File: src/adc_serial_pkg.sv
package adc_serial_pkg;

    // result word and configuration word sizes
    localparam int RES_W  = 21;
    localparam int BIN_W  = 20;
    localparam int CFG_W  = 12;
    localparam logic [3:0] CFG_BITS = 4'hC;

    // configuration field positions
    localparam int CFG_FMT_POS  = 0;
    localparam int CFG_RNG_POS  = 1;
    localparam int CFG_CONT_POS = 2;
    localparam int CFG_ACQ_LSB  = 3;
    localparam int CFG_OSR_LSB  = 5;
    localparam int CFG_INT_LSB  = 8;

    localparam logic [CFG_W-1:0] CFG_RESET = 12'h000;

    // overflow flags clear one system cycle after data-valid rises
    localparam int OVF_CLR_DLY = 1;

    // synchronised pin bundle
    typedef struct packed {
        logic dclk;
        logic dataIn;
        logic cfgIn;
        logic xmitN;
        logic rdSel;
        logic cfgRstN;
        logic fpStart;
        logic selfTest;
    } pins_t;

    localparam int PINS_W = $bits(pins_t);

    // idle pin levels; the synchroniser resets to these
    localparam pins_t PINS_IDLE = 8'h1C;

    typedef struct packed {
        logic [3:0] integ;
        logic [2:0] osr;
        logic [1:0] acq;
        logic       cont;
        logic       bipolar;
        logic       straight;
    } cfg_t;

    typedef struct packed {
        logic dacOverPos;
        logic dacOverNeg;
        logic filtOverPos;
        logic filtOverNeg;
    } ovr_t;

endpackage

File: src/pin_sync.sv
`timescale 1ns/1ps
module pin_sync #(
    parameter int           W       = 8,
    parameter logic [W-1:0] RST_VAL = '0
) (
    // clock and reset
    input  wire logic         mclk,
    input  wire logic         rstn,
    // asynchronous in, synchronised out
    input  wire logic [W-1:0] asyncIn,
    output logic      [W-1:0] syncOut
);
    logic [W-1:0] meta_q;

    // first stage is read only by the second
    always_ff @(posedge mclk) begin
        if (!rstn) begin
            meta_q  <= RST_VAL;
            syncOut <= RST_VAL;
        end else begin
            meta_q  <= asyncIn;
            syncOut <= meta_q;
        end
    end
endmodule

File: src/charge_adc_serial_io.sv
`timescale 1ns/1ps
// Function
// - output register shifts data input through, passing upstream chained words after ours.
// - result sent as 21-bit two's complement or 20-bit straight binary.
// - result shifted out MSB first at the host's data clock rate.
// - data output high impedance unless transmit request is active.
// - data-valid rises at conversion end, holds until transmit request activates with readback select high.
// - over-range outputs are open-collector, only ever pulled active.
// - over-range flag set when feedback converter or filter exceeds full scale.
// - both over-range flags clear one system cycle after data-valid rises.
// - readback select high puts conversion result on data output.
// - readback select low loads configuration copy on data clock rising edges while transmit request is inactive.
// - configuration copy sits between data input and output, shifted like results.
// - configuration readback never corrupts held result or running conversion.
// - 12-bit configuration word sets acquisition, oversampling, integrations, range, format.
// - after configuration reset releases, next 12 rising data clocks load the word.
// - configuration reset clears only the configuration register.
// - self-check input connects test current source while high.
// - system reset resets everything but leaves configuration register unchanged.
// - final-point start begins collection; continuous mode integrates M cycles later.
// - data clock is independent of system clock, sampled as an asynchronous pin.
module charge_adc_serial_io
    import adc_serial_pkg::*;
(
    // clock and reset
    input  wire logic                              mclk,
    input  wire logic                              rstn,
    // host pins, asynchronous
    input  wire adc_serial_pkg::pins_t             pins,
    // serial data output, three-state
    output logic                                   doutO,
    output logic                                   doutOe,
    output logic                                   dataValid,
    // over-range open-collector pins
    output logic                                   ovfPosO,
    output logic                                   ovfPosOe,
    output logic                                   ovfNegO,
    output logic                                   ovfNegOe,
    // conversion core, same clock
    input  wire logic                              convDone,
    input  wire logic [adc_serial_pkg::RES_W-1:0]  result,
    input  wire adc_serial_pkg::ovr_t              ovr,
    output logic                                   collectStart,
    output logic                                   intStart,
    output adc_serial_pkg::cfg_t                   cfg,
    output logic                                   testCurrentEn
);
    import adc_serial_pkg::*;

    pins_t            pinS;
    logic             dclkPrev_q;
    logic             xmitPrev_q;
    logic             cfgRstPrev_q;
    logic             fpsPrev_q;
    logic             dclkRise;
    logic             dclkFall;
    logic             xmitAct;
    logic             xmitRise;
    logic             cfgRel;
    logic             fpsRise;
    logic [RES_W-1:0] resSh_q;
    logic [CFG_W-1:0] cfgSh_q;
    logic [CFG_W-1:0] cfg_q;
    logic [3:0]       cfgCnt_q;
    logic             dataValid_q;
    logic             ovfPos_q;
    logic             ovfNeg_q;
    logic             ovfClr_q;
    logic             dout_q;
    logic             resTap;
    logic [3:0]       intCnt_q;
    logic             intStart_q;
    logic             collect_q;

    // data clock is just another async pin here, sampled and edge-found
    // flops reset to idle pin levels: no false edge, no config clear in reset
    pin_sync #(
        .W       (PINS_W),
        .RST_VAL (PINS_IDLE)
    ) u_sync (
        .mclk    (mclk),
        .rstn    (rstn),
        .asyncIn (pins),
        .syncOut (pinS)
    );

    always_ff @(posedge mclk) begin
        if (!rstn) begin
            dclkPrev_q   <= 1'b0;
            xmitPrev_q   <= 1'b0;
            cfgRstPrev_q <= 1'b0;
            fpsPrev_q    <= 1'b0;
        end else begin
            dclkPrev_q   <= pinS.dclk;
            xmitPrev_q   <= xmitAct;
            cfgRstPrev_q <= !pinS.cfgRstN;
            fpsPrev_q    <= pinS.fpStart;
        end
    end

    assign dclkRise = pinS.dclk && !dclkPrev_q;
    assign dclkFall = !pinS.dclk && dclkPrev_q;
    assign xmitAct  = !pinS.xmitN;
    assign xmitRise = xmitAct && !xmitPrev_q;
    assign cfgRel   = cfgRstPrev_q && pinS.cfgRstN;
    assign fpsRise  = pinS.fpStart && !fpsPrev_q;

    // result shift register; a new conversion reloads it
    always_ff @(posedge mclk) begin
        if (!rstn) begin
            resSh_q <= '0;
        end else if (convDone) begin
            if (cfg.straight) begin
                resSh_q <= {1'b0, result[BIN_W-1:0]};
            end else begin
                resSh_q <= result;
            end
        end else if (dclkRise && xmitAct && pinS.rdSel) begin
            resSh_q <= {resSh_q[RES_W-2:0], pinS.dataIn};
        end
    end

    // 20-bit words tap one stage early so chained data follows directly
    assign resTap = cfg.straight ? resSh_q[BIN_W-1] : resSh_q[RES_W-1];

    // readback copy is separate, so the held result is never touched
    always_ff @(posedge mclk) begin
        if (!rstn) begin
            cfgSh_q <= '0;
        end else if (dclkRise && !pinS.rdSel) begin
            if (xmitAct) begin
                cfgSh_q <= {cfgSh_q[CFG_W-2:0], pinS.dataIn};
            end else begin
                cfgSh_q <= cfg_q;
            end
        end
    end

    // output changes only after a falling edge or at transmit start
    always_ff @(posedge mclk) begin
        if (!rstn) begin
            dout_q <= 1'b0;
        end else if (dclkFall || xmitRise) begin
            dout_q <= pinS.rdSel ? resTap : cfgSh_q[CFG_W-1];
        end
    end

    assign doutO  = dout_q;
    assign doutOe = xmitAct;

    // configuration word: no system reset, only its own reset
    always_ff @(posedge mclk) begin
        if (!pinS.cfgRstN) begin
            cfg_q    <= CFG_RESET;
            cfgCnt_q <= '0;
        end else if (cfgRel) begin
            cfgCnt_q <= CFG_BITS;
        end else if (dclkRise && cfgCnt_q != 4'h0) begin
            cfg_q    <= {cfg_q[CFG_W-2:0], pinS.cfgIn};
            cfgCnt_q <= cfgCnt_q - 4'h1;
        end
    end

    assign cfg = cfg_t'(cfg_q);

    // set wins over the transmit clear
    // a readback frame leaves the held result valid
    always_ff @(posedge mclk) begin
        if (!rstn) begin
            dataValid_q <= 1'b0;
        end else if (convDone) begin
            dataValid_q <= 1'b1;
        end else if (xmitRise && pinS.rdSel) begin
            dataValid_q <= 1'b0;
        end
    end

    assign dataValid = dataValid_q;

    always_ff @(posedge mclk) begin
        if (!rstn) begin
            ovfClr_q <= 1'b0;
        end else begin
            ovfClr_q <= convDone;
        end
    end

    // an overrange arriving on the clear cycle is kept
    always_ff @(posedge mclk) begin
        if (!rstn) begin
            ovfPos_q <= 1'b0;
            ovfNeg_q <= 1'b0;
        end else begin
            if (ovr.dacOverPos || ovr.filtOverPos) begin
                ovfPos_q <= 1'b1;
            end else if (ovfClr_q) begin
                ovfPos_q <= 1'b0;
            end
            if (ovr.dacOverNeg || ovr.filtOverNeg) begin
                ovfNeg_q <= 1'b1;
            end else if (ovfClr_q) begin
                ovfNeg_q <= 1'b0;
            end
        end
    end

    // pulled low when flagged, released otherwise
    assign ovfPosO  = 1'b0;
    assign ovfNegO  = 1'b0;
    assign ovfPosOe = ovfPos_q;
    assign ovfNegOe = ovfNeg_q;

    // M = oversample code + 1 system cycles
    always_ff @(posedge mclk) begin
        if (!rstn) begin
            collect_q  <= 1'b0;
            intCnt_q   <= '0;
            intStart_q <= 1'b0;
        end else begin
            collect_q  <= fpsRise;
            intStart_q <= 1'b0;
            if (fpsRise && cfg.cont) begin
                intCnt_q <= {1'b0, cfg.osr} + 4'h1;
            end else if (intCnt_q != 4'h0) begin
                intCnt_q <= intCnt_q - 4'h1;
                if (intCnt_q == 4'h1) begin
                    intStart_q <= 1'b1;
                end
            end
        end
    end

    assign collectStart  = collect_q;
    assign intStart      = intStart_q;
    assign testCurrentEn = pinS.selfTest;

    chk_valid_set: assert property (@(posedge mclk) disable iff (!rstn)
        convDone |=> dataValid) else $error("data-valid not set after conversion");
    chk_valid_hold: assert property (@(posedge mclk) disable iff (!rstn)
        dataValid && !xmitRise |=> dataValid) else $error("data-valid dropped early");
    chk_valid_clear: assert property (@(posedge mclk) disable iff (!rstn)
        xmitRise && pinS.rdSel && !convDone |=> !dataValid) else $error("data-valid not cleared");
    chk_dout_hiz: assert property (@(posedge mclk) disable iff (!rstn)
        doutOe == !$past(pins.xmitN, 2))
        else $error("output enable wrong");
    chk_ovf_clear: assert property (@(posedge mclk) disable iff (!rstn)
        convDone ##1 !(ovr.dacOverPos || ovr.filtOverPos) |=> !ovfPosOe)
        else $error("overflow not cleared");
    chk_ovf_set: assert property (@(posedge mclk) disable iff (!rstn)
        ovr.filtOverNeg |=> ovfNegOe && !ovfNegO) else $error("overflow not set");
    chk_shift_path: assert property (@(posedge mclk) disable iff (!rstn)
        dclkRise && xmitAct && pinS.rdSel && !convDone
        |=> resSh_q == {$past(resSh_q[RES_W-2:0]), $past(pinS.dataIn)})
        else $error("result shift wrong");
    chk_readback_keep: assert property (@(posedge mclk) disable iff (!rstn)
        !pinS.rdSel && !convDone |=> $stable(resSh_q)) else $error("result disturbed");
    chk_cfg_arm: assert property (@(posedge mclk) disable iff (!rstn)
        cfgRel |=> cfgCnt_q == 4'hC) else $error("config load not armed");
    chk_cfg_keep: assert property (@(posedge mclk) disable iff (!rstn)
        pinS.cfgRstN && cfgCnt_q == 4'h0 && !cfgRel |=> $stable(cfg_q))
        else $error("config changed outside load");
    chk_int_delay: assert property (@(posedge mclk) disable iff (!rstn)
        fpsRise && cfg.cont && cfg.osr == 3'h2 |=> ##3 intStart)
        else $error("integration start late");

    chk_first_bit: assert property (@(posedge mclk) disable iff (!rstn)
        xmitRise && pinS.rdSel && !cfg.straight |=> doutO == $past(resSh_q[RES_W-1]))
        else $error("first result bit wrong");
    chk_straight_load: assert property (@(posedge mclk) disable iff (!rstn)
        convDone && cfg.straight |=> resSh_q == {1'b0, $past(result[BIN_W-1:0])})
        else $error("straight word not loaded");
    chk_readback_load: assert property (@(posedge mclk) disable iff (!rstn)
        dclkRise && !pinS.rdSel && !xmitAct |=> cfgSh_q == $past(cfg_q))
        else $error("readback copy not loaded");
    chk_readback_chain: assert property (@(posedge mclk) disable iff (!rstn)
        dclkRise && xmitAct && !pinS.rdSel |=> cfgSh_q[0] == $past(pinS.dataIn))
        else $error("readback copy not chained");
    chk_dout_steady: assert property (@(posedge mclk) disable iff (!rstn)
        !dclkFall && !xmitRise |=> $stable(doutO))
        else $error("data output moved off a falling edge");
    // config checks need no system reset, the register ignores it
    chk_cfg_clear: assert property (@(posedge mclk)
        !pinS.cfgRstN |=> cfg_q == CFG_RESET)
        else $error("config not cleared");
    chk_cfg_shift: assert property (@(posedge mclk)
        pinS.cfgRstN && dclkRise && cfgCnt_q != 4'h0
        |=> cfg_q == {$past(cfg_q[CFG_W-2:0]), $past(pinS.cfgIn)})
        else $error("config bit not taken");
    chk_test_src: assert property (@(posedge mclk) disable iff (!rstn)
        testCurrentEn == $past(pins.selfTest, 2))
        else $error("test source not following its pin");
    chk_collect_pulse: assert property (@(posedge mclk) disable iff (!rstn)
        fpsRise |=> collectStart)
        else $error("collection not started");
    chk_int_single: assert property (@(posedge mclk) disable iff (!rstn)
        fpsRise && !cfg.cont && intCnt_q == 4'h0 |=> intCnt_q == 4'h0)
        else $error("integration armed in single mode");

    cov_transmit: cover property (@(posedge mclk) disable iff (!rstn)
        dataValid ##[1:50] xmitRise);
    cov_cfg_done: cover property (@(posedge mclk) disable iff (!rstn)
        cfgCnt_q == 4'h1 && dclkRise);
    cov_readback: cover property (@(posedge mclk) disable iff (!rstn)
        dclkRise && xmitAct && !pinS.rdSel);
    cov_overflow: cover property (@(posedge mclk) disable iff (!rstn)
        ovfPosOe ##1 convDone);
    cov_straight: cover property (@(posedge mclk) disable iff (!rstn)
        convDone && cfg.straight);
endmodule

File: config.mk
export PLATFORM = sky130hd
export DESIGN_NAME = charge_adc_serial_io
export DESIGN_NICKNAME = d
export VERILOG_FILES = /design/src/adc_serial_pkg.sv /design/src/pin_sync.sv /design/src/charge_adc_serial_io.sv
export SDC_FILE = /design/constraint.sdc
export NUM_CORES = 1
export LEC_CHECK = 0
export BUFFER_PORTS_ARGS = -buffer_cell sky130_fd_sc_hd__buf_4
export CAP_MARGIN = 40
export CORE_MARGIN = 2
export CORE_UTILIZATION = 28
export DETAILED_ROUTE_END_ITERATION = 12
export GPL_ROUTABILITY_DRIVEN = 0
export GPL_TIMING_DRIVEN = 0
export HOLD_SLACK_MARGIN = 0.1
export PLACE_DENSITY_LB_ADDON = 0.1
export SYNTH_ARGS = -nofsm -noshare
export SYNTH_HDL_FRONTEND = slang
export SYNTH_SLANG_ARGS = --single-unit
File: constraint.sdc
create_clock -name mclk -period 2.1 [get_ports mclk]
set_clock_uncertainty 0.15 [all_clocks]
set_input_delay 0 -clock mclk [delete_from_list [all_inputs] [get_ports mclk]]
set_output_delay 0 -clock mclk [all_outputs]
set_load 0.02 [all_outputs]
* Word level (Yosys, flattened, before mapping)
Index checks and enable logic that the tools add are counted.
** Storage, ports and cells
- Register bits :: 80
- Word-level logic and storage cells :: 75
- Output and inout bits :: 22
- Bits of input ports :: 36
** Operators by class
- Reductions and logical operators :: 32
- Multiplexer cells :: 16
- Equal/unequal tests :: 1
- Bitwise logic cells :: 4
- Add/sub/neg operators :: 3
** Operators with widths (number)
- 21-bit 2-to-1 mux :: 3
- 4-bit 2-to-1 mux :: 4
- 12-bit 2-to-1 mux :: 1
- 2-bit nonzero test :: 6
- 1-bit logical AND :: 11
- 1-bit 2-to-1 mux :: 8
- 4-bit nonzero test :: 2
- 4-bit by 1-bit subtractor with 4-bit output (second input constant) :: 2
- 1-bit logical NOT :: 7
- 3-bit by 1-bit adder with 4-bit output (second input constant) :: 1
- 4-bit by 1-bit equality test with 1-bit output (second input constant) :: 1
- 1-bit inverter :: 4
- 1-bit logical OR :: 3
- 3-bit OR reduction :: 1
- 2-bit AND reduction :: 1
- 2-bit OR reduction :: 1

* Longest topological paths before layout
Gate-level depths: netlist (run 1).
- Depth in word-level cells :: 6
- Mapped depth :: 8
- Gate-level depth less buffers :: 6

* Cells and area by module
Synthesis (run 1) repeated with hierarchy kept, for this count alone.
** Second synthesis, totals
- Cells, all modules :: 319
- Area, all modules :: 3199.3 sq um
** By module, submodules not included
- charge_adc_serial_io :: sequential area each 1281.2 sq um, area an instance 2758.9 sq um, instances 1, cells an instance 286
- pin_sync :: sequential area each 320.3 sq um, area an instance 440.4 sq um, instances 1, cells an instance 33

* Worst setup path after synthesis (run 1)
Ideal clock, no wire load.
- Path type :: flip-flop to flip-flop
- Start :: register cfgCnt_q[0]
- End :: register cfg_q[5] (netlist: cfg[5])
- Buffers on the path :: 2
- Data required time :: 1.834 ns
- Cell stages (with the launch flop) :: 9
- Path slack :: 0.338 ns
- Setup time :: 0.116 ns
- Arrival :: 1.496 ns
- Cell sequence :: dfxtp_1 -> inv_1 -> ha_1 -> nor3b_1 -> or3_1 -> buf_2 -> buf_6 -> mux2i_1 -> nor2b_1
** On the way
- Cells in the longest elaborated chain, start to end :: 3
** RTL lines
- start, declared :: RTL line charge_adc_serial_io.sv:64 : logic [3:0] cfgCnt_q;
- start signal, assigned :: RTL line charge_adc_serial_io.sv:160 : cfgCnt_q <= cfgCnt_q - 4'h1;
- 4-bit nonzero test :: RTL line charge_adc_serial_io.sv:158 : end else if (dclkRise && cfgCnt_q != 4'h0) begin
- 1-bit logical AND :: RTL line charge_adc_serial_io.sv:158
- 2-bit AND reduction (no source line)
- end signal, assigned :: RTL line charge_adc_serial_io.sv:159 : cfg_q <= {cfg_q[CFG_W-2:0], pinS.cfgIn};
- end, declared :: RTL line charge_adc_serial_io.sv:63 : logic [CFG_W-1:0] cfg_q;
No other way between the ends.
A chain may end at the register's enable or synchronous reset.

* Final worst setup path (run 1)
Ends and elaborated chain as after synthesis.

==> metrics list, run 1 <==
* Worst hold path class: input pin to flop
- For flop-to-flop paths, the worst setup slack is 0.14 ns.
- WP data required: 2.17 ns
- Dividing total power by cell area gives a power density of 895 nW/um^2.
- The analysis attributes to cell leakage a power of 2.05 nW.
- Clock-pin slew was measured on the worst setup and hold paths at 0.06 ns.
* Worst Tran Pin Value: 0.512 ns
- Per-instance average area after synthesis: 10.1 sq um
- In this run the most critical hold path is launched from pins[3].
- Instance area after placement: 3800 sq um
- Total congestion overflow: 0
* Most common cell after layout, fill and taps aside: dfxtp_1
- After clock tree synthesis, the setup repair step added 0 buffers.
* Slew Limit Fails: 0
- After detailed routing, the number of vias per cell comes to 4.47.
- Entering global routing, the biggest net connects 14 pins.
- Run status: finished clean
* Clk root buf: clkbuf_16
- The repair_antennas step left the layout with diodes totalling 0.
- Worst r2r src: cfgCnt_q[0]$_SDFFE_PP0P_
* Register bit count reported by yosys: 80
- Post-synthesis sequential area ratio: 49.9%
* Overall Power: 4.01 mW
- The cell count after synthesis came out at 318.
* Hold-critical path depth: 3
- Yosys printed 0 warnings.
- Critical Path Sink Type: flop
- Via count of the first global-routing pass: 2605
- For this run, the total global-route usage over all layers was measured as 12.4%.
- The detail route stage leaves a number of antenna-violating nets equal to 0.
- Final cycle utilization of the critical path: 93.1%
- In the final timing run, aggregate negative setup slack is 0 ns.
* CTS Buf Count: 9
- At the end of the flow, the number of nets in the layout was 459.
- In this run, placement finished with an instance count of 516.
- Cell area after layout: 4480 sq um
* Cell area after synthesis: 3210 sq um
- Setup violations remaining at the end of the flow were counted as 0.
- End of the worst register-to-register path: cfg[5]$_SDFFE_PN0P_
- Drc violations: 0
- Final WL: 7.18 mm
- CTS tree: yes
- Final count of hold timing violations: 0
- Initial DRT Pass Iterations: 4
* Category of the critical setup timing path: flop to flop
* Detailed placer's ending HPWL: 5.00 mm
- The first global-routing pass estimated 12.3 mm of wire.
- The clock passes through at most 2 buffers.
* R2r worst-path depth: 8
- From left edge to right edge, the die measures 111 microns.
- Maximum vdd ir drop: 0.324 mV
- Of all nets on the critical path, the largest fanout is 10.
- After detailed routing, the average wire length per cell comes to 12.7 microns.
* RSZ-0062 raised after global routing: false
- Port bufs: 54
- Distinct cell type count after synthesis: 42
- The routed layout has 2534 vias.
- The top cell types in the final layout, fill and taps aside, are dfxtp_1 (80), buf_4 (56), mux2i_1 (47).
- Number of H-tree levels: 3
- Starting utilization of the core area: 28.3%
- Final critical path time including I/O delays and setup: 1.96 ns
- Worst-case hold path end point: u_sync.meta_q[3]$_SDFF_PN1_
- CP startpoint kind: flop
- The floorplan step defined a die boundary enclosing 12300 sq um.
- The clock reaches the later pin of the worst-skew pair after 0.33 ns.
* Clock sink count: 80
* Core Region: 11300 sq um
- Max-cap violations in this run came to 0.
- In this run the count of I/O pins placed on the die edge is 58.
- After floorplanning, the core was divided into 39 placement rows.
* Maximum frequency from static timing analysis: 0.511 GHz
- For this block, the initial DRC count from the detailed router was 77.
* Fraction of layout instances using a drive strength above 1: 19.3%
- The count of cells in the finished layout, fillers not included, comes to 567.
- Max-Slew Margin vs Limit: 65.9%
* Die Ht: 111 microns
- Area overhead of the layout relative to synthesis: 39.6%
* Arrival time of the worst setup path: 2.02 ns
- The initial antenna violation count was 0.
power breakdown:
group | switching, mW | total (mW) | internal (mW) | leakage, nW
clock network | 0.604 | 1.71 | 1.10 | 0.165
logic | 0.255 | 0.567 | 0.312 | 1.23
registers | 0.0920 | 1.73 | 1.64 | 0.658
flip-flops by register name, summed over array words and instances (netlist names), 4 cells and up:
register and count:
resSh_q 21, cfgSh_q 12, cfg 12, u_sync.meta_q 8
u_sync.syncOut 8, cfgCnt_q 4, intCnt_q 4
synthesized netlist by cell type:
library cell  count  area [sq um]
and3b_1           1          8.76
inv_1             8          30.0
o31a_1            4          35.0
nand2b_2          1          8.76
nand3_1           1          5.00
a31oi_1           1          6.26
nor2b_1          19           119
buf_4             2          15.0
buf_6             3          33.8
o22ai_1           1          6.26
o2111ai_1         1          8.76
nand2b_1          7          43.8
buf_1             1          3.75
o21a_1            1          7.51
and3_1            1          6.26
mux2i_1          47           470
or3b_2            1          8.76
or4_1             1          7.51
buf_2             3          15.0
nor3_1            2          10.0
xnor2_1           2          17.5
nor3b_1           1          7.51
nor3b_2           1          12.5
ha_1              4          50.1
nor2_1            7          26.3
and2_0            1          6.26
o31ai_1           1          7.51
o211a_1          13           130
o21ai_0          23           115
a21boi_0          1          7.51
and2_1           13          81.3
nand4_1           1          6.26
o311ai_0          1          8.76
a211oi_1          1          7.51
conb_1            1          3.75
dfxtp_1          80          1600
or3_1             2          12.5
clkbuf_1         13          48.8
nand3b_1          1          7.51
a21oi_1          23           115
o211ai_1          1          7.51
nand2_1          21          78.8
metrics by stage:
stage	hold WS (ns)	utilization, %	worst slack, ns
after floorplan	-0.0485	-	0.338
after global placement	0.0373	33.5	0.177
after detailed placement	0.0374	33.5	0.173
after CTS	0.242	39.6	0.101
after global routing	0.274	39.6	0.0179
final	0.256	39.6	0.145
worst max path at each step:
stage | endpoint | depth (start not counted) | start | slack, ns
floorplan | cfg[5]$_SDFFE_PN0P_ | 8 | cfgCnt_q[0]$_SDFFE_PP0P_ | 0.34
global placement | cfg[9]$_SDFFE_PN0P_ | 8 | cfgCnt_q[0]$_SDFFE_PP0P_ | 0.18
detailed placement | cfg[5]$_SDFFE_PN0P_ | 8 | cfgCnt_q[0]$_SDFFE_PP0P_ | 0.17
CTS | ovfNegOe$_SDFFE_PN0P_ | 5 | rstn | 0.10
global route | cfg[5]$_SDFFE_PN0P_ | 8 | cfgCnt_q[0]$_SDFFE_PP0P_ | 0.02
finish | cfg[5]$_SDFFE_PN0P_ | 8 | cfgCnt_q[0]$_SDFFE_PP0P_ | 0.14
routing by layer:
layer / routed length (microns) / part of all wire (%) / global-route usage [%] / up-vias
met5: 0 / 0 / 0 / -
met4: 58 / 0.81 / 4.03 / 0
met3: 261 / 3.6 / 3.83 / 4
met2: 3570 / 50 / 21.4 / 48
met1: 3290 / 46 / 14.7 / 1177
li1: - / - / - / 1305
layout make-up:
| cell class | instances | area [sq um] |
|---|---|---|
| multi-input combinational | 209 | 1470 |
| clock inverter | 5 | 78.8 |
| sequential | 80 | 1600 |
| inverter | 8 | 30.0 |
| fill | 1162 | 6840 |
| tap | 143 | 179 |
| clock buffer | 11 | 253 |
| buffer | 22 | 118 |
| timing repair buffer | 89 | 756 |
worst max-delay path: stages, from the launching register on:
cell     delay, ns
dfxtp_1       0.35
inv_1         0.05
ha_1          0.23
nor3b_1       0.16
or3_1         0.34
buf_2         0.17
buf_6         0.16
mux2i_1       0.17
nor2b_1       0.06
repair_timing:
action                                  CTS  global route
gates resized for setup                   0             1
endpoints found under the hold margin    37             0
endpoints found under the setup margin    0             2
hold buffers                             35             0
cells by family (layout without fill, tap and decap cells):
logic type | Yosys count | count (layout) | share of synthesized area (%)
xor+xnor | 2 | 2 | 0.546
mux | 47 | 47 | 14.7
other cells | 1 | 2 | 0.117
flops | 80 | 80 | 49.9
simple gates | 82 | 82 | 14.2
fa+ha+maj | 4 | 4 | 1.56
buf+inv | 30 | 135 | 4.56
compound gates | 72 | 72 | 14.4
Power figures use the tool's default switching activity.
==> inputs of run 2 (changes only) <==
- GPL_TIMING_DRIVEN: 0 -> 1
- SYNTH_HIERARCHICAL: unset -> 1
- clock period: 2.1 -> 1.65 ns (I/O delays scaled with it)
==> metrics list, run 2 <==
- Leaving out fill and tap cells, the most frequent cell in the layout is dfxtp_1.
- The number of buffers on the longest clock path came to 2 (unchanged).
* Biggest area consumer among synthesized cells: dfxtp_1
- Post-synth top cells: dfxtp_1 (80), mux2i_1 (47), a21oi_1 (23), o21ai_0 (22)
- Post-synthesis sequential area ratio: 50.1% (+0.16 points)
- Number of instances in the synthesized netlist: 319 (+0.31%)
- The placed cell count came to 516 (unchanged).
- The initial antenna violation count came to 0 (unchanged).
* CTS Buf Count: 9 (unchanged)
- The cell area reported after detailed placement was 3850 sq um (+1.3%).
- The leakage power total came to 2.21 nW (+7.4%).
- Arrival time of the worst setup path: 1.72 ns (-0.30 ns)
- Leading cell types in the layout, fill and taps excluded: dfxtp_1 (78), buf_4 (73), mux2i_1 (47)
- Number of ports placed on the die boundary: 58 (unchanged)
- The largest fanout on the critical path is 6 (-4).
* Fraction of layout instances using a drive strength above 1: 26.1% (+6.8 points)
- The final net count was 471 (+2.6%).
- The final worst setup slack came to -0.00602 ns (-0.151 ns).
* Number of endpoints failing setup at the final stage: 6 (+6)
- The first-iteration detailed-routing DRC count came to 56 (-27%).
- The maximum number of pins on one net before global-route repair was 46 (+32).
- The final-layout setup total negative slack was -0.0157 ns (-0.0157 ns).
* Drc violations: 0 (unchanged)
- Violated checks: negative setup slack
- The fmax came to 0.604 GHz (+18%).
* Detailed placer's ending HPWL: 4.47 mm (-11%)
- Number of enable flip-flop cells after synthesis: 0 (unchanged)
- Pwr Density: 1130 nW/um^2 (+26%)
- Number of H-tree levels: 3 (unchanged)
- The maximum vdd ir drop came to 0.489 mV (+51%).
* Diode count: 0 (unchanged)
- Remaining number of nets flagged by the antenna check after routing: 0 (unchanged)
* Share of flip-flops with an asynchronous set or reset: 0% (unchanged)
* Clk root buf: clkbuf_16
- In this run the worst hold path is classified as flop to flop.
- Setup repair after global routing could not meet its margin everywhere.
- Final non-filler cell total: 579 (+2.1%)
- Global-route wire length before repair: 12.2 mm (-0.17%)
- The overall global routing resource usage was 12.4% (+0.023 points).
* Slew Limit Fails: 0 (unchanged)
- The x dimension of the die was 111 microns (-0.15%).
* CTS tree: yes
- Cell area after layout: 4740 sq um (+5.8%)
* Largest register FFs: 21 (unchanged)
- Final critical path time including I/O delays and setup: 1.66 ns (-0.299 ns)
- The worst setup path is captured at a flop.
- The count of distinct cell types in the synthesized netlist is 42 (unchanged).
* Number of cell rows: 39 (unchanged)
- Cell with the most instances after synthesis: dfxtp_1
* Initial DRT Pass Iterations: 4 (unchanged)
- Port bufs: 55 (+1.9%)
- The die footprint is 12300 sq um (-0.30%).
- The starting density of the core is 28.4% (+0.034 points).
- WP data required: 1.72 ns (-0.45 ns)
- CP startpoint kind: flop
- The run finished, with violations left.
* Number of synthesis warnings: 6 (+6)
- The overall via count from detail_route came to 2573 (+1.5%).
* Register bit count reported by yosys: 80 (unchanged)
* Detailed-route vias per instance: 4.44 (-0.57%)
- Prevailing post-synth register cell: dfxtp_1
- Relative to the synthesized area, the layout overhead comes to 48.2%.
- Category of the critical setup timing path: flop to flop
- The register clock-pin slew on the reported worst setup and hold paths was 0.06 ns (about the same).
- The source-to-sink clock delay at the later pin of the worst-skew pair is 0.34 ns (about the same).
- Final WL: 7.35 mm (+2.4%)
- The core area is 11300 sq um (-0.43%).
- Per-instance average area after synthesis: 10.0 sq um (-0.62%)
- Cell area after synthesis: 3200 sq um (-0.31%)
* Number of max-capacitance violations reported: 0 (unchanged)
- The detailed-route wire length per cell came to 12.7 microns (+0.32%).
* Register with the highest flop count: resSh_q
- The height of the die came to 111 microns (-0.15%).
- Total congestion overflow: 0 (unchanged)
* Post-synth top area share: 50.1% (+0.16 points)
- Largest cells by area after synthesis: dfxtp_1 (50%), mux2i_1 (15%), o211a_1 (4.1%)
- The final number of hold-violating endpoints was 0 (unchanged).
- Via count of the first global-routing pass: 2627 (+0.84%)
- The final period utilization was 100% (+7.3 points).
- Clock sink count: 80 (unchanged)
run 2: cell types whose count changed after synthesis, sizes merged, moves of 6 or more:
cell    before  now
nand2b       8    2
nor2         7   21
nor2b       19    8
or2b         0    6
run 2: worst paths after layout:
check,endpoint,slack (ns),depth (start not counted),startpoint
min,u_sync/syncOut[2]$_SDFF_PN1_,0.26,1,u_sync/meta_q[2]$_SDFF_PN1_
min reg2reg,u_sync/syncOut[2]$_SDFF_PN1_,0.26,1,u_sync/meta_q[2]$_SDFF_PN1_
max reg2reg,cfg[6]$_SDFFE_PN0P_,-0.006,7,cfgCnt_q[1]$_SDFFE_PP0P_
max,cfg[6]$_SDFFE_PN0P_,-0.006,7,cfgCnt_q[1]$_SDFFE_PP0P_
run 2: logic make-up (layout without fill, tap and decap cells):
| family | count (synthesis) | in the layout | synth area share [%] |
|---|---|---|---|
| buffers and inverters | 30 | 146 | 4.65 |
| muxes | 47 | 47 | 14.7 |
| adders and majority gates | 4 | 4 | 1.56 |
| and+or+nand+nor | 84 | 84 | 14.0 |
| other | 1 | 2 | 0.117 |
| xor gates and xnor gates | 3 | 3 | 0.821 |
| AOI/OAI and AO/OA | 70 | 70 | 14.0 |
| DFF | 80 | 80 | 50.1 |
run 2: where the power goes:
group	internal, mW	switching, mW	total (mW)
sequential	2.10	0.115	2.21
clock	1.32	0.829	2.15
combinational	0.588	0.411	0.999
total	4.01	1.36	5.36
run 2: repair_timing:
item / CTS / global route
setup buffers: 0 / 1
pin swaps: 0 / 2
hold buffers: 43 / 0
cloned: 0 / 3
setup endpoints to repair: 14 / 32
hold endpoints to repair: 59 / 0
resized for setup: 3 / 11
run 2: cell type report:
class | count | area, sq um
fill | 1137 | 6530
clock buffer | 9 | 225
multi-input combinational | 210 | 1510
sequential | 80 | 1600
inverter | 9 | 33.8
clock inverter | 7 | 96.3
timing repair buffer | 121 | 1100
tap | 143 | 179
run 2: through the flow:
step / total power [mW] / setup WS (ns) / hold WS (ns) / util (%)
2_1_floorplan: 2.74 / -0.0528 / -0.0536 / -
3_3_place_gp: 3.03 / 0.00897 / 0.0365 / 34.1
3_5_place_dp: 3.05 / -0.0219 / 0.0384 / 34.1
4_1_cts: 5.33 / -0.00630 / 0.256 / 40.9
5_1_grt: 5.64 / -0.0630 / 0.276 / 42.1
6_report: 5.36 / -0.00602 / 0.265 / 42.1
run 2: worst max-delay path: stages (launching register included):
cell       delay [ns]
dfxtp_2          0.33
inv_2            0.04
ha_4             0.14
nor3b_4          0.14
or3_4            0.36
clkbuf_16        0.18
mux2i_1          0.14
nor2_1           0.05
run 2: per-layer routing:
metal | global-route usage, % | wire length [microns]
met2 | 19.8 | 3290
met3 | 2.46 | 289
met1 | 15.6 | 3590
met4 | 7.33 | 177
met5 | 0 | 0
==> inputs of run 3 (changes only) <==
- SYNTH_HIERARCHICAL: 1 -> unset
==> metrics list, run 3 (synthesized netlist as in run 1, its figures left out) <==
- The average vias per placed instance was 4.41 (-0.81%).
- The detailed-route wire length per cell came to 11.8 microns (-7.0%).
- Critical Path Sink Type: flop
* Largest register FFs: 21 (unchanged)
- The final net count is 463 (-1.7%).
- The die footprint is 12300 sq um (+0.30%).
- The source-to-sink clock delay at the later pin of the worst-skew pair came to 0.33 ns (about the same).
- The boundary pin count is 58 (unchanged).
* Number of buffers on the longest clock path: 2 (unchanged)
- The number of iterations in the first detailed-routing pass was 4 (unchanged).
- Die Ht: 111 microns (+0.15%)
- The post-CTS setup repair buffer count is 0 (unchanged).
* CP startpoint kind: flop
- In the layout the commonest cells are dfxtp_1 (78), buf_4 (68), mux2i_1 (46).
- Setup repair after global routing could not meet its margin everywhere.
- R2r worst-path depth: 7 (unchanged)
- Worst hold path class: flop to flop
- Maximum frequency from static timing analysis: 0.600 GHz (-0.60%)
- The final worst setup slack came to -0.0160 ns (-0.00999 ns).
- The core area came to 11300 sq um (+0.43%).
- Final non-filler cell total: 571 (-1.4%)
- Final critical path time including I/O delays and setup: 1.67 ns (+0.00999 ns)
* Initial drt markers: 63 (+13%)
- Cell area after layout: 4660 sq um (-1.8%)
- The total CTS buffers came to 9 (unchanged).
- The maximum vdd ir drop is 0.492 mV (+0.70%).
* Worst-case hold path end point: u_sync.syncOut[4]$_SDFF_PN1_
- The placed cell count came to 513 (-0.58%).
- Most common cell after layout, fill and taps aside: dfxtp_1
- Number of cell rows: 39 (unchanged)
- The remaining antenna violation count is 0 (unchanged).
- Number of max-capacitance violations reported: 0 (unchanged)
- Clk root buf: clkbuf_16
* Violated checks: negative setup slack
* Port bufs: 55 (unchanged)
* Detailed placer's ending HPWL: 4.48 mm (+0.32%)
- The number of pins with negative max-slew slack in the final report was 0 (unchanged).
* Register with the highest flop count: resSh_q
- Leakage power total: 2.13 nW (-3.5%)
- Pin count of the biggest net entering global routing: 43 (-6.5%)
* Number of H-tree levels: 3 (unchanged)
- Final cycle utilization of the critical path: 101% (+0.61 points)
- Worst-path clk slew: 0.06 ns (about the same)
* Largest driver fanout on the critical path: 12 (+6)
- The layout cell share with drive strength beyond 1 came to 23.8% (-2.3 points).
* Total congestion overflow: 0 (unchanged)
- The total number of clock tree sinks was 80 (unchanged).
- WP data required: 1.72 ns (about the same)
- The startpoint identified for the worst register-to-register timing path is cfgCnt_q[0]$_SDFFE_PP0P_.
- Global-route wire length before repair: 11.4 mm (-6.5%)
- Relative to the synthesized area, the layout overhead comes to 45.1%.
- In this run the most critical hold path is launched from u_sync.meta_q[4]$_SDFF_PN1_.
* Hold-critical path depth: 1 (unchanged)
- The overall via count from detail_route is 2517 (-2.2%).
- The x dimension of the die came to 111 microns (+0.15%).
* Initial antenna violation count: 0 (unchanged)
* GRT Overall Usage: 11.5% (-0.92 points)
* Final WL: 6.75 mm (-8.2%)
* Via count of the first global-routing pass: 2444 (-7.0%)
- CTS tree: yes
* Setup slack on the worst flop-to-flop path: -0.02 ns (about the same)
* End of the worst register-to-register path: cfg[9]$_SDFFE_PN0P_
* Final core utilization: 41.1% (-0.92 points)
- Diode count: 0 (unchanged)
- The cell area reported after detailed placement came to 3900 sq um (+1.4%).
- The starting density of the core is 28.3% (-0.034 points).
* Category of the critical setup timing path: flop to flop
* Pwr Density: 1100 nW/um^2 (-2.7%)
- Run status: finished, violations left
- Arrival time of the worst setup path: 1.74 ns (+0.02 ns)
- Drc violations: 0 (unchanged)
- The number of endpoints failing setup at the final stage is 1 (-5).
* Final count of hold timing violations: 0 (unchanged)
-- run 3: cell count changes in the layout (fill, tap and decap cells not counted), moves of 6 or more --
cell / previous run / this run
or2b_1: 6 / 0
nor2_1: 21 / 7
and2_1: 6 / 13
nor2b_1: 8 / 19
and2_2: 7 / 0
nand2b_1: 1 / 7
-- run 3: worst max-delay path, cell delays in order (launching register included) --
cell	delay, ns
dfxtp_2	0.35
inv_2	0.05
ha_4	0.14
nor3b_4	0.14
or3_4	0.34
buf_12	0.16
mux2i_2	0.16
nor2b_1	0.06
-- run 3: how the worst max path moves through the flow --
stage / startpoint / end / slack, ns
after floorplan: cfgCnt_q[0]$_SDFFE_PP0P_ / cfg[5]$_SDFFE_PN0P_ / -0.04
after global placement: intCnt_q[1]$_SDFFE_PN0P_ / intCnt_q[0]$_SDFFE_PN0P_ / -0.03
after detailed placement: dclkPrev_q$_SDFF_PN0_ / cfgCnt_q[3]$_SDFFE_PN0P_ / -0.04
after CTS: cfgCnt_q[0]$_SDFFE_PP0P_ / cfg[6]$_SDFFE_PN0P_ / -0.0003
after global routing: cfgCnt_q[1]$_SDFFE_PP0P_ / cfg[9]$_SDFFE_PN0P_ / -0.09
final: cfgCnt_q[0]$_SDFFE_PP0P_ / cfg[9]$_SDFFE_PN0P_ / -0.02
-- run 3: stage by stage --
step | total power, mW | hold WS, ns | TNS (ns) | setup slack, ns
floorplan | 2.75 | -0.0485 | -0.378 | -0.0387
global placement | 3.04 | 0.0456 | -0.0481 | -0.0282
detailed placement | 3.06 | 0.0476 | -0.211 | -0.0424
CTS | 5.21 | 0.254 | -0.000252 | -0.000252
global route | 5.41 | 0.283 | -0.656 | -0.0930
finish | 5.12 | 0.258 | -0.0160 | -0.0160
-- run 3: routing by layer --
| metal | GRT usage [%] | wire [microns] |
|---|---|---|
| met4 | 5.43 | 72 |
| met5 | 0 | 0 |
| met2 | 19.1 | 3200 |
| met3 | 3.06 | 251 |
| met1 | 13.9 | 3230 |
-- run 3: what timing repair did --
action	in CTS	in global routing
endpoints found under the hold margin	45	0
resized for setup	5	7
cloned	0	0
endpoints found under the setup margin	14	20
hold buffers	42	0
-- run 3: final cells by class --
type                       count  area [sq um]
clock buffer                  11           243
clock inverter                 5          56.3
fill                        1167          6660
inverter                       8          30.0
multi-input combinational    209          1520
sequential                    80          1600
tap                          143           179
timing repair buffer         115          1030
-- run 3: power breakdown --
group | switching [mW] | total, mW | internal (mW)
logic | 0.376 | 0.933 | 0.557
registers | 0.113 | 2.21 | 2.10
clock network | 0.772 | 1.98 | 1.21
total | 1.26 | 5.12 | 3.86
